**src/rtl/tpwm_regs.vh**
```
// Register map, field positions and reset values of the PWM generator.
`ifndef TPWM_REGS_VH
`define TPWM_REGS_VH

// Register word addresses.
`define TPWM_A_CTRL  4'h0
`define TPWM_A_TM    4'h1
`define TPWM_A_DT    4'h2
`define TPWM_A_DUA   4'h3
`define TPWM_A_DUB   4'h4
`define TPWM_A_DUC   4'h5
`define TPWM_A_STEER 4'h6
`define TPWM_A_GATE  4'h7
`define TPWM_A_SWID  4'h8
`define TPWM_A_STAT  4'h9

// Main control fields.
`define TPWM_C_EN  0
`define TPWM_C_DBL 1
`define TPWM_C_EXT 2
`define TPWM_C_SYN 3
`define TPWM_C_SEN 4

// Steering and chopping fields.
`define TPWM_S_XO  6
`define TPWM_G_UEN 8
`define TPWM_G_LEN 9

// Status fields.
`define TPWM_ST_TRIP 0
`define TPWM_ST_FLAG 1
`define TPWM_ST_POL  2
`define TPWM_ST_REL  3
`define TPWM_ST_HALF 4
`define TPWM_ST_SIRQ 8
`define TPWM_ST_TIRQ 9

// Reset values.
`define TPWM_R_CTRL  5'h00
`define TPWM_R_TM    16'h0400
`define TPWM_R_DT    10'h000
`define TPWM_R_DU    16'h0000
`define TPWM_R_STEER 9'h03F
`define TPWM_R_GATE  10'h000
`define TPWM_R_SWID  10'h001

`endif

```
**src/rtl/tpwm_gen.v**
```verilog
// Three-phase PWM generator with dead time, chopping and trip shutdown.
//
// The implementer's own choices: the register addresses and strobed register access.

`include "tpwm_regs.vh"

module tpwm_gen (
	input  wire        i_clk_sys,
	input  wire        i_reset,
	input  wire        i_clk_en,
	input  wire [3:0]  i_addr,
	input  wire [15:0] i_wr_data,
	input  wire        i_wr,
	input  wire        i_rd,
	input  wire        i_output_polarity_pin,
	input  wire        i_reluctance_mode_pin,
	input  wire        i_shutdown_pin_n,
	input  wire        i_flag_io_trip,
	input  wire        i_ext_sync,
	output reg  [15:0] o_rd_data,
	output reg         o_period_sync,
	output reg         o_sync_irq_flag,
	output reg         o_shutdown_irq_flag,
	output wire        o_phase_a_upper_out,
	output wire        o_phase_a_lower_out,
	output wire        o_phase_b_upper_out,
	output wire        o_phase_b_lower_out,
	output wire        o_phase_c_upper_out,
	output wire        o_phase_c_lower_out
);

	// ****************************************************************
	// Software registers
	// ****************************************************************

	reg  [4:0]  main_control;
	reg  [15:0] half_period;
	reg  [9:0]  dead_time;
	reg  [47:0] duty_sw;
	reg  [8:0]  output_steering;
	reg  [9:0]  gate_chopping;
	reg  [9:0]  sync_width;

	// Shadow copies used by the timing unit.
	reg  [15:0] sh_tm;
	reg  [9:0]  sh_dt;
	reg  [47:0] sh_du;
	reg  [8:0]  sh_steer;

	// Trip and external sync synchronisers.
	reg         trip_m;
	reg         trip_s;
	reg         ext_m;
	reg         ext_s;
	reg         ext_q;

	// Timing unit state.
	reg  [16:0] cnt;
	reg  [9:0]  sync_cnt;
	reg  [7:0]  chop_cnt;
	reg         chop_ph;
	wire [5:0]  act;

	wire        gen_en;
	wire        dbl;
	wire        ext_sel;
	wire        sync_en;
	wire        run;
	wire        trip_raw;
	wire        ext_lvl;
	wire        ext_edge;
	wire [16:0] per_last;
	wire        first_half;
	wire        cnt_end;
	wire        start;
	wire        mid;
	wire        load;
	wire        sync_evt;
	wire [16:0] pos;
	wire        pol;

	assign gen_en  = main_control[`TPWM_C_EN];
	assign dbl     = main_control[`TPWM_C_DBL];
	assign ext_sel = main_control[`TPWM_C_EXT];
	assign sync_en = main_control[`TPWM_C_SEN];
	assign run     = gen_en | sync_en;
	assign pol     = i_output_polarity_pin;

	// ****************************************************************
	// Trip detection
	// ****************************************************************

	// Either trip source drives the same unclocked shutdown path.
	assign trip_raw = ~i_shutdown_pin_n | i_flag_io_trip;

	always @(posedge i_clk_sys) begin
		if (i_reset) begin
			trip_m <= 1'b0;
			trip_s <= 1'b0;
		end else if (i_clk_en) begin
			trip_m <= trip_raw;
			trip_s <= trip_m;
		end
	end

	// ****************************************************************
	// External sync selection
	// ****************************************************************

	always @(posedge i_clk_sys) begin
		if (i_reset) begin
			ext_m <= 1'b0;
			ext_s <= 1'b0;
			ext_q <= 1'b0;
		end else if (i_clk_en) begin
			ext_m <= i_ext_sync;
			ext_s <= ext_m;
			ext_q <= ext_lvl;
		end
	end

	// The raw path saves two cycles of latency but is only safe when the
	// source is already synchronous to this clock.
	assign ext_lvl = main_control[`TPWM_C_SYN] ?
		ext_s : i_ext_sync;
	// Pulses of at least one clock are relied on to be seen here.
	assign ext_edge = ext_lvl & ~ext_q;

	// ****************************************************************
	// Period counter
	// ****************************************************************

	// A full period is twice the half period count.
	assign per_last   = {sh_tm, 1'b0} - 17'h00001;
	assign first_half = cnt < {1'b0, sh_tm};
	assign cnt_end    = cnt >= per_last;
	assign start      = ext_sel ? ext_edge : cnt_end;
	assign mid        = cnt == ({1'b0, sh_tm} - 17'h00001);
	// Shadows reload at the start, and at the midpoint in double mode.
	assign load       = ~run | start | (mid & dbl);
	assign sync_evt   = run & (start | (mid & dbl));
	assign pos        = first_half ? cnt : per_last - cnt;

	always @(posedge i_clk_sys) begin
		if (i_reset) begin
			cnt      <= 17'h00000;
			sh_tm    <= `TPWM_R_TM;
			sh_dt    <= `TPWM_R_DT;
			sh_du    <= {3{`TPWM_R_DU}};
			sh_steer <= `TPWM_R_STEER;
		end else if (i_clk_en) begin
			if (!run || start || cnt_end) begin
				cnt <= 17'h00000;
			end else begin
				cnt <= cnt + 17'h00001;
			end
			if (load) begin
				sh_tm    <= half_period;
				sh_dt    <= dead_time;
				sh_du    <= duty_sw;
				sh_steer <= output_steering;
			end
		end
	end

	// ****************************************************************
	// Sync pulse generator
	// ****************************************************************

	// The pulse keeps running during a trip while sync stays enabled.
	always @(posedge i_clk_sys) begin
		if (i_reset) begin
			sync_cnt      <= 10'h000;
			o_period_sync <= 1'b0;
		end else if (i_clk_en) begin
			if (sync_evt && sync_en) begin
				sync_cnt      <= sync_width;
				o_period_sync <= sync_width != 10'h000;
			end else if (sync_cnt != 10'h000) begin
				sync_cnt      <= sync_cnt - 10'h001;
				o_period_sync <= sync_cnt != 10'h001;
			end else begin
				o_period_sync <= 1'b0;
			end
		end
	end

	// ****************************************************************
	// Chopping clock
	// ****************************************************************

	// Chop frequency is the clock over twice (field plus one).
	always @(posedge i_clk_sys) begin
		if (i_reset) begin
			chop_cnt <= 8'h00;
			chop_ph  <= 1'b0;
		end else if (i_clk_en) begin
			if (chop_cnt >= gate_chopping[7:0]) begin
				chop_cnt <= 8'h00;
				chop_ph  <= ~chop_ph;
			end else begin
				chop_cnt <= chop_cnt + 8'h01;
			end
		end
	end

	// ****************************************************************
	// Per-phase ideal pair, crossover, dead time and gating
	// ****************************************************************

	genvar k;
	generate
		for (k = 0; k < 3; k = k + 1) begin : g_phase
			reg  [10:0] dtc;
			reg         last;
			reg         up_q;
			reg         lo_q;
			wire        ideal;
			wire        xo;
			wire        up_on;
			wire        lo_on;
			wire        up_ch;
			wire        lo_ch;

			// Center-based compare gives one pulse per period, symmetric about the midpoint.
			assign ideal = ({1'b0, pos[15:0]} +
				{1'b0, sh_du[16*k +: 16]}) >=
				{1'b0, sh_tm};
			assign xo    = ideal ^ sh_steer[`TPWM_S_XO + k];
			assign up_on = last & (dtc == 11'h000);
			assign lo_on = ~last & (dtc == 11'h000);
			assign up_ch = ~gate_chopping[`TPWM_G_UEN] | chop_ph;
			assign lo_ch = ~gate_chopping[`TPWM_G_LEN] | chop_ph;
			assign act[2*k]   = up_q;
			assign act[2*k+1] = lo_q;

			always @(posedge i_clk_sys) begin
				if (i_reset) begin
					dtc        <= 11'h000;
					last       <= 1'b0;
					up_q       <= 1'b0;
					lo_q       <= 1'b0;
				end else if (i_clk_en) begin
					// Both sides stay off for the dead interval.
					if (xo != last) begin
						last <= xo;
						dtc  <= {sh_dt, 1'b0};
					end else if (dtc != 11'h000) begin
						dtc <= dtc - 11'h001;
					end
					up_q <= up_on & gen_en &
						sh_steer[2*k] & up_ch;
					lo_q <= lo_on & gen_en &
						sh_steer[2*k+1] & lo_ch;
				end
			end
		end
	endgenerate

	// ****************************************************************
	// Gate drive
	// ****************************************************************

	// The trip term bypasses every flop so a dead clock cannot hold a
	// switch on; the cost is one gate level after the output flops.
	assign o_phase_a_upper_out =
		~((act[0] & ~trip_raw) ^ pol);
	assign o_phase_a_lower_out =
		~((act[1] & ~trip_raw) ^ pol);
	assign o_phase_b_upper_out =
		~((act[2] & ~trip_raw) ^ pol);
	assign o_phase_b_lower_out =
		~((act[3] & ~trip_raw) ^ pol);
	assign o_phase_c_upper_out =
		~((act[4] & ~trip_raw) ^ pol);
	assign o_phase_c_lower_out =
		~((act[5] & ~trip_raw) ^ pol);

	// ****************************************************************
	// Register writes and event flags
	// ****************************************************************

	always @(posedge i_clk_sys) begin
		if (i_reset) begin
			main_control        <= `TPWM_R_CTRL;
			half_period         <= `TPWM_R_TM;
			dead_time           <= `TPWM_R_DT;
			duty_sw             <= {3{`TPWM_R_DU}};
			output_steering     <= `TPWM_R_STEER;
			gate_chopping       <= `TPWM_R_GATE;
			sync_width          <= `TPWM_R_SWID;
			o_sync_irq_flag     <= 1'b0;
			o_shutdown_irq_flag <= 1'b0;
		end else if (i_clk_en) begin
			if (i_wr) begin
				case (i_addr)
				`TPWM_A_CTRL:  main_control <= i_wr_data[4:0];
				`TPWM_A_TM:    half_period <= i_wr_data;
				`TPWM_A_DT:    dead_time <= i_wr_data[9:0];
				`TPWM_A_DUA:   duty_sw[15:0] <= i_wr_data;
				`TPWM_A_DUB:   duty_sw[31:16] <= i_wr_data;
				`TPWM_A_DUC:   duty_sw[47:32] <= i_wr_data;
				`TPWM_A_STEER: output_steering <= i_wr_data[8:0];
				`TPWM_A_GATE:  gate_chopping <= i_wr_data[9:0];
				`TPWM_A_SWID:  sync_width <= i_wr_data[9:0];
				`TPWM_A_STAT: begin
					if (i_wr_data[`TPWM_ST_SIRQ]) begin
						o_sync_irq_flag <= 1'b0;
					end
					if (i_wr_data[`TPWM_ST_TIRQ]) begin
						o_shutdown_irq_flag <= 1'b0;
					end
				end
				default: begin
				end
				endcase
			end
			// Hardware sets come last so they win over a clear.
			if (trip_s) begin
				main_control[`TPWM_C_EN] <= 1'b0;
				o_shutdown_irq_flag      <= 1'b1;
			end
			if (sync_evt && sync_en && sync_width != 10'h000 &&
				!o_period_sync) begin
				o_sync_irq_flag <= 1'b1;
			end
		end
	end

	// ****************************************************************
	// Register reads
	// ****************************************************************

	always @(posedge i_clk_sys) begin
		if (i_reset) begin
			o_rd_data <= 16'h0000;
		end else if (i_clk_en) begin
			o_rd_data <= 16'h0000;
			if (i_rd) begin
				case (i_addr)
				`TPWM_A_CTRL:  o_rd_data <= {11'h000, main_control};
				`TPWM_A_TM:    o_rd_data <= half_period;
				`TPWM_A_DT:    o_rd_data <= {6'h00, dead_time};
				`TPWM_A_DUA:   o_rd_data <= duty_sw[15:0];
				`TPWM_A_DUB:   o_rd_data <= duty_sw[31:16];
				`TPWM_A_DUC:   o_rd_data <= duty_sw[47:32];
				`TPWM_A_STEER: o_rd_data <= {7'h00, output_steering};
				`TPWM_A_GATE:  o_rd_data <= {6'h00, gate_chopping};
				`TPWM_A_SWID:  o_rd_data <= {6'h00, sync_width};
				`TPWM_A_STAT: begin
					o_rd_data <= {6'h00,
						o_shutdown_irq_flag,
						o_sync_irq_flag,
						3'h0,
						~first_half,
						i_reluctance_mode_pin,
						pol,
						i_flag_io_trip,
						i_shutdown_pin_n};
				end
				default:       o_rd_data <= 16'h0000;
				endcase
			end
		end
	end

endmodule

```
**config.mk**
```make
export PLATFORM = sky130hd
export DESIGN_NAME = tpwm_gen
export DESIGN_NICKNAME = d
export VERILOG_FILES = /design/src/rtl/tpwm_gen.v
export VERILOG_INCLUDE_DIRS = /design/src /design/src/rtl
export SDC_FILE = /design/constraint.sdc
export NUM_CORES = 1
export LEC_CHECK = 0
export BUFFER_PORTS_ARGS = -buffer_cell sky130_fd_sc_hd__buf_2
export CAP_MARGIN = 20
export CORE_MARGIN = 1
export CORE_UTILIZATION = 35
export DETAILED_ROUTE_END_ITERATION = 8
export HOLD_SLACK_MARGIN = 0.08
export MAX_ROUTING_LAYER = met4
export PLACE_DENSITY = 0.52
export SETUP_SLACK_MARGIN = 0.5
export SKIP_LAST_GASP = 1
export SLEW_MARGIN = 15
export SYNTH_ARGS = -nofsm -noshare
export SYNTH_HDL_FRONTEND = slang
export SYNTH_SLANG_ARGS = --single-unit
```
**constraint.sdc**
```tcl
create_clock -name i_clk_sys -period 8 [get_ports i_clk_sys]
set_input_delay 1.6 -clock i_clk_sys [delete_from_list [all_inputs] [get_ports i_clk_sys]]
set_output_delay 1.6 -clock i_clk_sys [all_outputs]
set_load 0.05 [all_outputs]
```
==> flow_summary.ini, run 1 <==
[outcome]
status = finished, final reports clean

[placement]
gp_congestion = 0.9729
io_buffers = 54
dpl_cell_area_um2 = 19480
place_hpwl_um = 47470

[logic_synthesis]
synth_edf_count = 0
synth_fp_nets = 2458
synthFlopType = dfxtp_1
post-synth-top-area-cell = dfxtp_1
netlist.area_leader.share_pct = 31.97
async_flop_share_pct = 0
netlist_instances = 2257
syn_area_um2 = 18350
ys_top_cells_by_count = nand2_1 (301), dfxtp_1 (293), nor2_1 (258)
yosysMostFrequentCell = nand2_1
ys_types = 80
ys_top_cells_by_area = dfxtp_1 (32%), ha_1 (11%), mux2i_1 (7.3%)
syn_avg_cell_area_um2 = 8.130
seq_area_frac_synth_pct = 31.97
ys_warn_count = 0
ys_ff_latch = 293

[sta]
period_share_pct = 89.88
drv_slew = 0
setup_tns_ps = 0
rsz0062_at_grt = no
fin_crit_ps = 7191
hold_viol_final = 0
setup_violations = 0
clock_skew_ps = 19.29
worst_slew_pin_slew_ps = 1089
fmax_mhz = 139.1
slew_headroom_pct = 27.40

[setup_path]
startpoint_type = register
end_kind = register
crit_family = compound AO/OA/AOI/OAI gates
path_class = register to register
cp_common_cell = buf_4
crit_path_top_delay_cell = dfxtp_1
cp_max_fo = 10
critPathBufInv = 6
r2r_slack_ps = 810
worstPathRequired_ps = 8470
cpPeakStageDelay_ps = 420
arrival_ps = 7660

[detailed_routing]
antenna_left = 0
wl_per_cell_um = 20.88
drt_pass1_iterations = 5
vias_per_cell = 5.529
routed-via-count = 16620
drc = 0
drt_wl_total_um = 62770
drt_iter0_drc = 1402

[floorplan]
core_um2 = 51510
io_pins = 55
die_area_um2 = 53350
start_util_pct = 35.62
core.rowCount = 83
die_h_um = 231.0
die_w_um = 231.0

[clock_network]
clkSinkCount = 293
cts_hold_buf = 0
tritoncts = done
numCtsBuffers = 36
insertion_delay_ps = 560
htreeDepth = 2
clockRootBuffer = clkbuf_16
cts_buffer_depth = 3
path_clk_slew_ps = 60

[flow_run]
drv_cap = 0

[final_layout]
syn_to_final_growth_pct = 13.89
fin_util_pct = 40.57
nFillCells = 5346
final_area_um2 = 20900
fin_nets = 2502
drive_gt1_share_pct = 10.49

[power]
totalPowerFinal_uw = 4411
peakVddDrop_mv = 0.2320
power_density_nw_per_um2 = 211.1
power.leakage_uw = 0.008637

[global_route]
grtUsageTotal_pct = 23.94
grt_max_degree = 94
grt_overflow_total = 0
grt_first_pass_wirelength_um = 95150
grt_pass1_vias = 15530
antenna_found_initial = 1

[min_path]
hold_path_class = register to register
-- path summary, 6_finish.rpt --
kind                                 from                             end  cells past startpoint
max                 sh_tm[1]$_SDFFE_PP0P_  g_phase[1].dtc[9]$_SDFFE_PP0P_                     32
min          g_phase[0].lo_q$_SDFFE_PP0P_    g_phase[0].lo_q$_SDFFE_PP0P_                      2
max reg2reg         sh_tm[1]$_SDFFE_PP0P_  g_phase[1].dtc[9]$_SDFFE_PP0P_                     32
min reg2reg  g_phase[0].lo_q$_SDFFE_PP0P_    g_phase[0].lo_q$_SDFFE_PP0P_                      2
-- per-stage QoR --
step / hold slack (ps) / setup slack (ps) / cells
after floorplan: 438.1 / 1380 / 2257
after CTS: 469.8 / 515.6 / 2999
after global routing: 489.3 / 475.7 / 3006
final: 467.8 / 809.4 / 3006
after detailed placement: 457.6 / 128.8 / 2936
after global placement: 452.8 / 260.2 / 2936
-- area by class of cell --
type	instances	area (um2)	share of cell area (%)
Antenna cell	1	2.502	0.01197
Clock inverter	11	201.4	0.9639
Clock buffer	51	1079	5.161
Timing Repair Buffer	122	802.0	3.838
Sequential cell	293	5871	28.09
Tap cell	680	850.8	4.071
Multi-Input combinational cell	1748	11720	56.07
Inverter	100	375.4	1.796
-- sequential cells by signal, summed over array words and instances, names as in the netlist, 8 cells and up --
signal,cells
chop_cnt,8
cnt,17
dead_time,10
duty_sw,48
g_phase.dtc,33
gate_chopping,10
half_period,16
o_rd_data,16
output_steering,9
sh_dt,10
sh_du,48
sh_steer,9
sh_tm,16
sync_cnt,10
sync_width,10
-- placed cells by master (no fill, tap or decap), drive strengths merged, types with 80 or more instances in the layout --
master,count
ha,168
nand2,301
inv,100
a21oi,182
o21ai,84
nor2,258
buf,120
mux2i,133
xnor2,80
dfxtp,293
-- power by group --
part | internal [uW] | total, uW | leakage [uW] | switching, uW
clock network | 1070 | 1750 | 0.000624 | 676
registers | 1560 | 1640 | 0.00237 | 87.1
logic | 408 | 1020 | 0.00564 | 611
total | 3040 | 4410 | 0.00864 | 1370
-- repair_timing --
item | in CTS | in global routing
gates resized for setup | 10 | 21
setup buffers | 0 | 5
cloned | 1 | 0
setup endpoints to repair | 30 | 33
pin swaps | 2 | 3
-- worst reg2reg max path, delay by kind of cell, from the launching register on --
kind | cells | cell delay (ps)
adder cells (fa/ha/maj) | 3 | 970
XOR/XNOR | 2 | 420
flip-flops | 1 | 420
buffers and inverters | 6 | 1050
AO/OA/AOI/OAI | 15 | 3050
AND/OR/NAND/NOR | 6 | 1230
-- cell families after synthesis --
group / share of synthesized area [%]
buf+inv: 4.937
mux: 8.237
compound gates: 16.38
xor+xnor: 6.034
fa+ha+maj: 11.78
simple gates: 20.67
flops: 31.97
-- layer usage --
layer	global-route usage [%]	up-vias	wire (um)
li1	-	8062	-
met1	32.37	8012	29780
met2	37.10	457	28010
met3	3.421	89	3418
met4	6.457	0	1564
met5	-	-	0
Power figures use the tool's default switching activity.
==> inputs of run 2 (changes only) <==
--- a/config.mk
+++ b/config.mk
@@ -8,5 +8,6 @@
 export LEC_CHECK = 0
+export ABC_CLOCK_PERIOD_IN_PS = 8000
 export BUFFER_PORTS_ARGS = -buffer_cell sky130_fd_sc_hd__buf_2
 export CAP_MARGIN = 20
-export CORE_MARGIN = 1
+export CORE_MARGIN = 1.5
 export CORE_UTILIZATION = 35
--- a/constraint.sdc
+++ b/constraint.sdc
@@ -3,2 +3,2 @@
 set_output_delay 1.6 -clock i_clk_sys [all_outputs]
-set_load 0.05 [all_outputs]
+set_load 0.01 [all_outputs]
==> flow_summary.ini, run 2 (synthesis gave the netlist of run 1 again) <==
[outcome]
status = finished, final reports clean

[setup_path]
cp_common_cell = ha_1
crit_path_top_delay_cell = or3_1
worstPathRequired_ps = 8490
crit_family = compound AO/OA/AOI/OAI gates
critPathBufInv = 6
startpoint_type = register
cp_max_fo = 10
arrival_ps = 7620
path_class = register to register
end_kind = register
cpPeakStageDelay_ps = 450

[global_route]
grt_max_degree = 135
antenna_found_initial = 1
grtUsageTotal_pct = 23.92
grt_overflow_total = 0
grt_first_pass_wirelength_um = 96240
grt_pass1_vias = 15960

[detailed_routing]
vias_per_cell = 5.587
met1_length_um = 29740
wl_per_cell_um = 20.92
drt_pass1_iterations = 5
routed-wl-met3_um = 3335
met2_wirelength_um = 28190
drt_wl_total_um = 63000
antenna_left = 0
highest_layer = met4
drc = 0
routed-via-count = 16830
drt_iter0_drc = 1205

[clock_network]
numCtsBuffers = 37
cts_hold_buf = 0
tritoncts = done
clkSinkCount = 293
insertion_delay_ps = 570
clockRootBuffer = clkbuf_16
cts_buffer_depth = 3
path_clk_slew_ps = 50
htreeDepth = 2

[sta]
slew_headroom_pct = 33.09
hold_viol_final = 0
worst_slew_pin_slew_ps = 1004
clock_skew_ps = 42.82
rsz0062_at_grt = no
setup_tns_ps = 0
period_share_pct = 89.09
drv_slew = 0
fin_crit_ps = 7127
setup_violations = 0
fmax_mhz = 140.3

[power]
power_density_nw_per_um2 = 211.4
peakVddDrop_mv = 0.1661
totalPowerFinal_uw = 4432
power.leakage_uw = 0.008653

[floorplan]
core.rowCount = 83
die_area_um2 = 53810
die_h_um = 232.0
start_util_pct = 35.55
die_w_um = 232.0
core_um2 = 51610
io_pins = 55

[final_layout]
multi_input_area_um2 = 11710
final_cell_mix = nand2_1 (301), dfxtp_1 (290), nor2_1 (258)
antenna_cells = 0
final_common_cell = nand2_1
reg_top3 = duty_sw: 48 flops, sh_du: 48 flops, g_phase.dtc: 33 flops
nFillCells = 5271
drive_gt1_share_pct = 10.33
seqCellArea_um2 = 5869
syn_to_final_growth_pct = 14.25
fin_nets = 2504

[min_path]
hold_path_class = register to register

[placement]
io_buffers = 54
place_hpwl_um = 46990
gp_congestion = 0.9633

[flow_run]
drv_cap = 0
run 2: through the flow:
stage / instances / instance area (um2) / setup WS (ps) / util, % / hold slack [ps]
2_1_floorplan: 2257 / 18350 / 1380 / - / 438.1
3_3_place_gp: 2931 / 19450 / 27.93 / 37.69 / 453.9
3_5_place_dp: 2932 / 19460 / 47.20 / 37.71 / 457.8
4_1_cts: 3001 / 20820 / 593.7 / 40.33 / 468.0
5_1_grt: 3012 / 20970 / 502.3 / 40.62 / 482.9
6_report: 3012 / 20970 / 872.7 / 40.62 / 466.5
run 2: worst paths after layout:
| path | end | from | cells past startpoint | slack [ps] |
|---|---|---|---|---|
| max | g_phase[1].dtc[9]$_SDFFE_PP0P_ | sh_tm[1]$_SDFFE_PP0P_ | 33 | 870 |
| min reg2reg | g_phase[0].lo_q$_SDFFE_PP0P_ | g_phase[0].lo_q$_SDFFE_PP0P_ | 2 | 470 |
| max reg2reg | g_phase[1].dtc[9]$_SDFFE_PP0P_ | sh_tm[1]$_SDFFE_PP0P_ | 33 | 870 |
| min | g_phase[0].lo_q$_SDFFE_PP0P_ | g_phase[0].lo_q$_SDFFE_PP0P_ | 2 | 470 |
run 2: routing by layer:
metal  vias to the layer above  global-route usage (%)
met4                         0                   7.366
met2                       526                   37.10
met1                      8142                   32.68
met5                         -                       -
li1                       8060                       -
met3                       101                   2.394
run 2: layout make-up:
class | count | share of cell area [%]
well taps | 680 | 4.058
flip-flops and latches | 293 | 28.00
inverters | 100 | 1.790
clock inverters | 13 | 1.068
clock buffers | 55 | 5.222
multi-input cells | 1748 | 55.87
repair buffers | 123 | 3.993
run 2: power by group:
part / switching, uW / internal, uW / total [uW] / leakage (uW)
clock network: 688 / 1090 / 1780 / 0.000636
registers: 88.0 / 1560 / 1640 / 0.00237
logic: 599 / 412 / 1010 / 0.00565
run 2: worst reg2reg max path: cells and delay by family (launching register included):
family | cells | cell delay [ps]
compound gates | 13 | 2550
xor+xnor | 3 | 510
fa+ha+maj | 4 | 1240
buf+inv | 6 | 1000
flops | 1 | 410
simple gates | 7 | 1330
run 2: repair_timing:
item | CTS | global route
endpoints found under the setup margin | 32 | 33
pin swaps | 1 | 3
gates cloned | 1 | 0
buffers inserted | 0 | 11
gates resized for setup | 9 | 19
==> inputs of run 3 (changes only) <==
- ABC_AREA: not set -> 1
- ABC_CLOCK_PERIOD_IN_PS: 8000 -> 8500
- clock period: 8 -> 8.5 ns (I/O delays scaled with it)
==> flow_summary.ini, run 3 <==
[outcome]
status = finished, final reports clean

[detailed_routing]
met2_wirelength_um = 27090
drt_wl_total_um = 62170
wl_per_cell_um = 18.30
vias_per_cell = 5.204
routed-via-count = 17680
drt_pass1_iterations = 5
routed-wl-met3_um = 3752
met1_length_um = 29600
drc = 0
highest_layer = met4
drt_iter0_drc = 1155
antenna_left = 0

[final_layout]
nFillCells = 5440
fin_util_pct = 39.60
multi_input_area_um2 = 10880
syn_to_final_growth_pct = 11.27
fin_cells = 3398
final_common_cell = nand2_1
final_area_um2 = 20440
seqCellArea_um2 = 5867
drive_gt1_share_pct = 5.742
fin_nets = 2894
reg_top3 = duty_sw: 48 flops, sh_du: 48 flops, g_phase.dtc: 33 flops
final_cell_mix = nand2_1 (586), inv_1 (309), a21oi_1 (302)

[power]
p_sw_uw = 1389
peakVddDrop_mv = 0.1424
p_clk_share_pct = 39.1
power_density_nw_per_um2 = 204.9
p_int_uw = 2799
comb_power_share_pct = 24.2
power.share.sequential_pct = 36.6
switching_share_pct = 33.17
power.leakage_uw = 0.009170

[floorplan]
die_w_um = 232.1
die_area_um2 = 53870
io_pins = 55
core_um2 = 51610
die_h_um = 232.1
core.rowCount = 83
start_util_pct = 35.59

[clock_network]
cts_buffer_depth = 3
insertion_delay_ps = 550
clkSinkCount = 293
numCtsBuffers = 37
tritoncts = done
path_clk_slew_ps = 60
clockRootBuffer = clkbuf_16
htreeDepth = 2

[min_path]
hold_path_class = register to register

[logic_synthesis]
synth.area.mux_share_pct = 0
synth_edf_count = 0
netlist_instances = 2682
yosys.area_share.simple_pct = 23.40
ys_ff_latch = 293
netlist.area_leader.share_pct = 31.93
async_flop_share_pct = 0
synth-compound-area-share_pct = 19.17
synth_top_family_by_area = simple AND/OR/NAND/NOR gates
post-synth-top-area-cell = dfxtp_1
ys_top_cells_by_area = dfxtp_1 (32%), nand2_1 (12%), ha_1 (11%)
syn_avg_cell_area_um2 = 6.849
seq_area_frac_synth_pct = 31.93
synth_fp_nets = 2883
ys_warn_count = 0
synthAdderAreaFrac_pct = 11.77
syn_area_um2 = 18370
synth_xor_xnor_area_share_pct = 4.863
synthFlopType = dfxtp_1
ys_types = 48
yosysMostFrequentCell = nand2_1
ys_top_cells_by_count = nand2_1 (588), inv_1 (310), a21oi_1 (302)

[setup_path]
critPathBufInv = 3
startpoint = sh_tm[0]$_SDFFE_PP0P_
worstPathRequired_ps = 8890
arrival_ps = 7740
crit_path_top_delay_cell = a21oi_1
timing.rr.end = g_phase[0].dtc[8]$_SDFFE_PP0P_
cpPeakStageDelay_ps = 430
cp_max_fo = 14
path_depth = 35
cp-endpoint = g_phase[0].dtc[8]$_SDFFE_PP0P_
path_class = register to register
ff2ff_path_depth = 35
r2r_slack_ps = 1150
crit_family = compound AO/OA/AOI/OAI gates
cp_common_cell = a21oi_1
worstReg2RegStart = sh_tm[0]$_SDFFE_PP0P_
startpoint_type = register
end_kind = register

[sta]
fmax_mhz = 136.0
worst_slew_pin_slew_ps = 1136
setup_tns_ps = 0
whs_ps = 461.4
rsz0062_at_grt = no
period_share_pct = 86.52
slew_headroom_pct = 23.45
setup_violations = 0
clock_skew_ps = 16.27
hold_viol_final = 0
drv_slew = 0
fin_crit_ps = 7355

[global_route]
grt_overflow_total = 0
grt_pass1_vias = 16690
grt_max_degree = 189
grt_first_pass_wirelength_um = 95500
grtUsageTotal_pct = 23.61
antenna_found_initial = 2

[placement]
gp_congestion = 0.9010
place_hpwl_um = 46650
io_buffers = 54
dpl_cell_area_um2 = 19180
dp_cells = 3333

[flow_run]
drv_cap = 0
==> run 3: final cells by class <==
type                       instances  share of cell area [%]
antenna                            1                 0.01224
clock buffer                      54                   5.436
clock inverter                     9                  0.6733
inverter                         318                   5.852
multi-input combinational       1974                   53.23
sequential                       293                   28.70
tap                              680                   4.162
timing repair buffer              69                   1.934
==> run 3: repair_timing <==
action,CTS,global route
resized for setup,0,3
buffers inserted,0,0
endpoints found under the setup margin,0,18
endpoints found under the hold margin,0,0
hold buffers,0,0
==> run 3: worst register-to-register path: cells and delay by family (launching register included) <==
family	cells	cell delay, ps
buf+inv	3	570
fa+ha+maj	4	1480
compound gates	13	2890
simple gates	13	1470
xor+xnor	2	350
flops	1	410
==> run 3: cell families after synthesis <==
| logic type | Yosys count |
|---|---|
| and+or+nand+nor | 1042 |
| AOI/OAI and AO/OA | 659 |
| buffers and inverters | 415 |
| DFF | 293 |
| adders and majority gates | 171 |
| xor gates and xnor gates | 102 |
==> run 3: layer usage <==
| layer | up-vias | GRT usage [%] |
|---|---|---|
| li1 | 8888 | - |
| met1 | 8200 | 32.17 |
| met2 | 498 | 35.90 |
| met3 | 96 | 3.426 |
| met4 | 0 | 7.244 |
| met5 | - | - |
==> run 3: worst min path at each step <==
| stage | from | to | slack (ps) | depth (start not counted) |
|---|---|---|---|---|
| final | o_rd_data[9]$_SDFFE_PP0P_ | o_rd_data[9]$_SDFFE_PP0P_ | 460 | 2 |
| after global routing | o_rd_data[9]$_SDFFE_PP0P_ | o_rd_data[9]$_SDFFE_PP0P_ | 480 | 2 |
| after CTS | o_rd_data[9]$_SDFFE_PP0P_ | o_rd_data[9]$_SDFFE_PP0P_ | 470 | 2 |
| after detailed placement | o_rd_data[8]$_SDFFE_PP0P_ | o_rd_data[8]$_SDFFE_PP0P_ | 460 | 2 |
| after global placement | o_rd_data[4]$_SDFFE_PP0P_ | o_rd_data[4]$_SDFFE_PP0P_ | 450 | 2 |
| after floorplan | gate_chopping[8]$_SDFFE_PP0P_ | gate_chopping[8]$_SDFFE_PP0P_ | 440 | 2 |
==> run 3: power by group through the flow <==
stage	Combinational [uW]	Sequential [uW]	Clock, uW
5_1_grt	1170	1550	1730
4_1_cts	1010	1530	1670
3_3_place_gp	996	1560	0
6_report	1010	1530	1640
2_1_floorplan	779	1540	0
3_5_place_dp	1010	1560	0
==> run 3: through the flow <==
stage	setup slack (ps)	power, uW
final	1145	4188
after global routing	555.5	4440
after CTS	766.2	4219
after detailed placement	795.4	2569
after global placement	850.7	2558
after floorplan	3028	2316
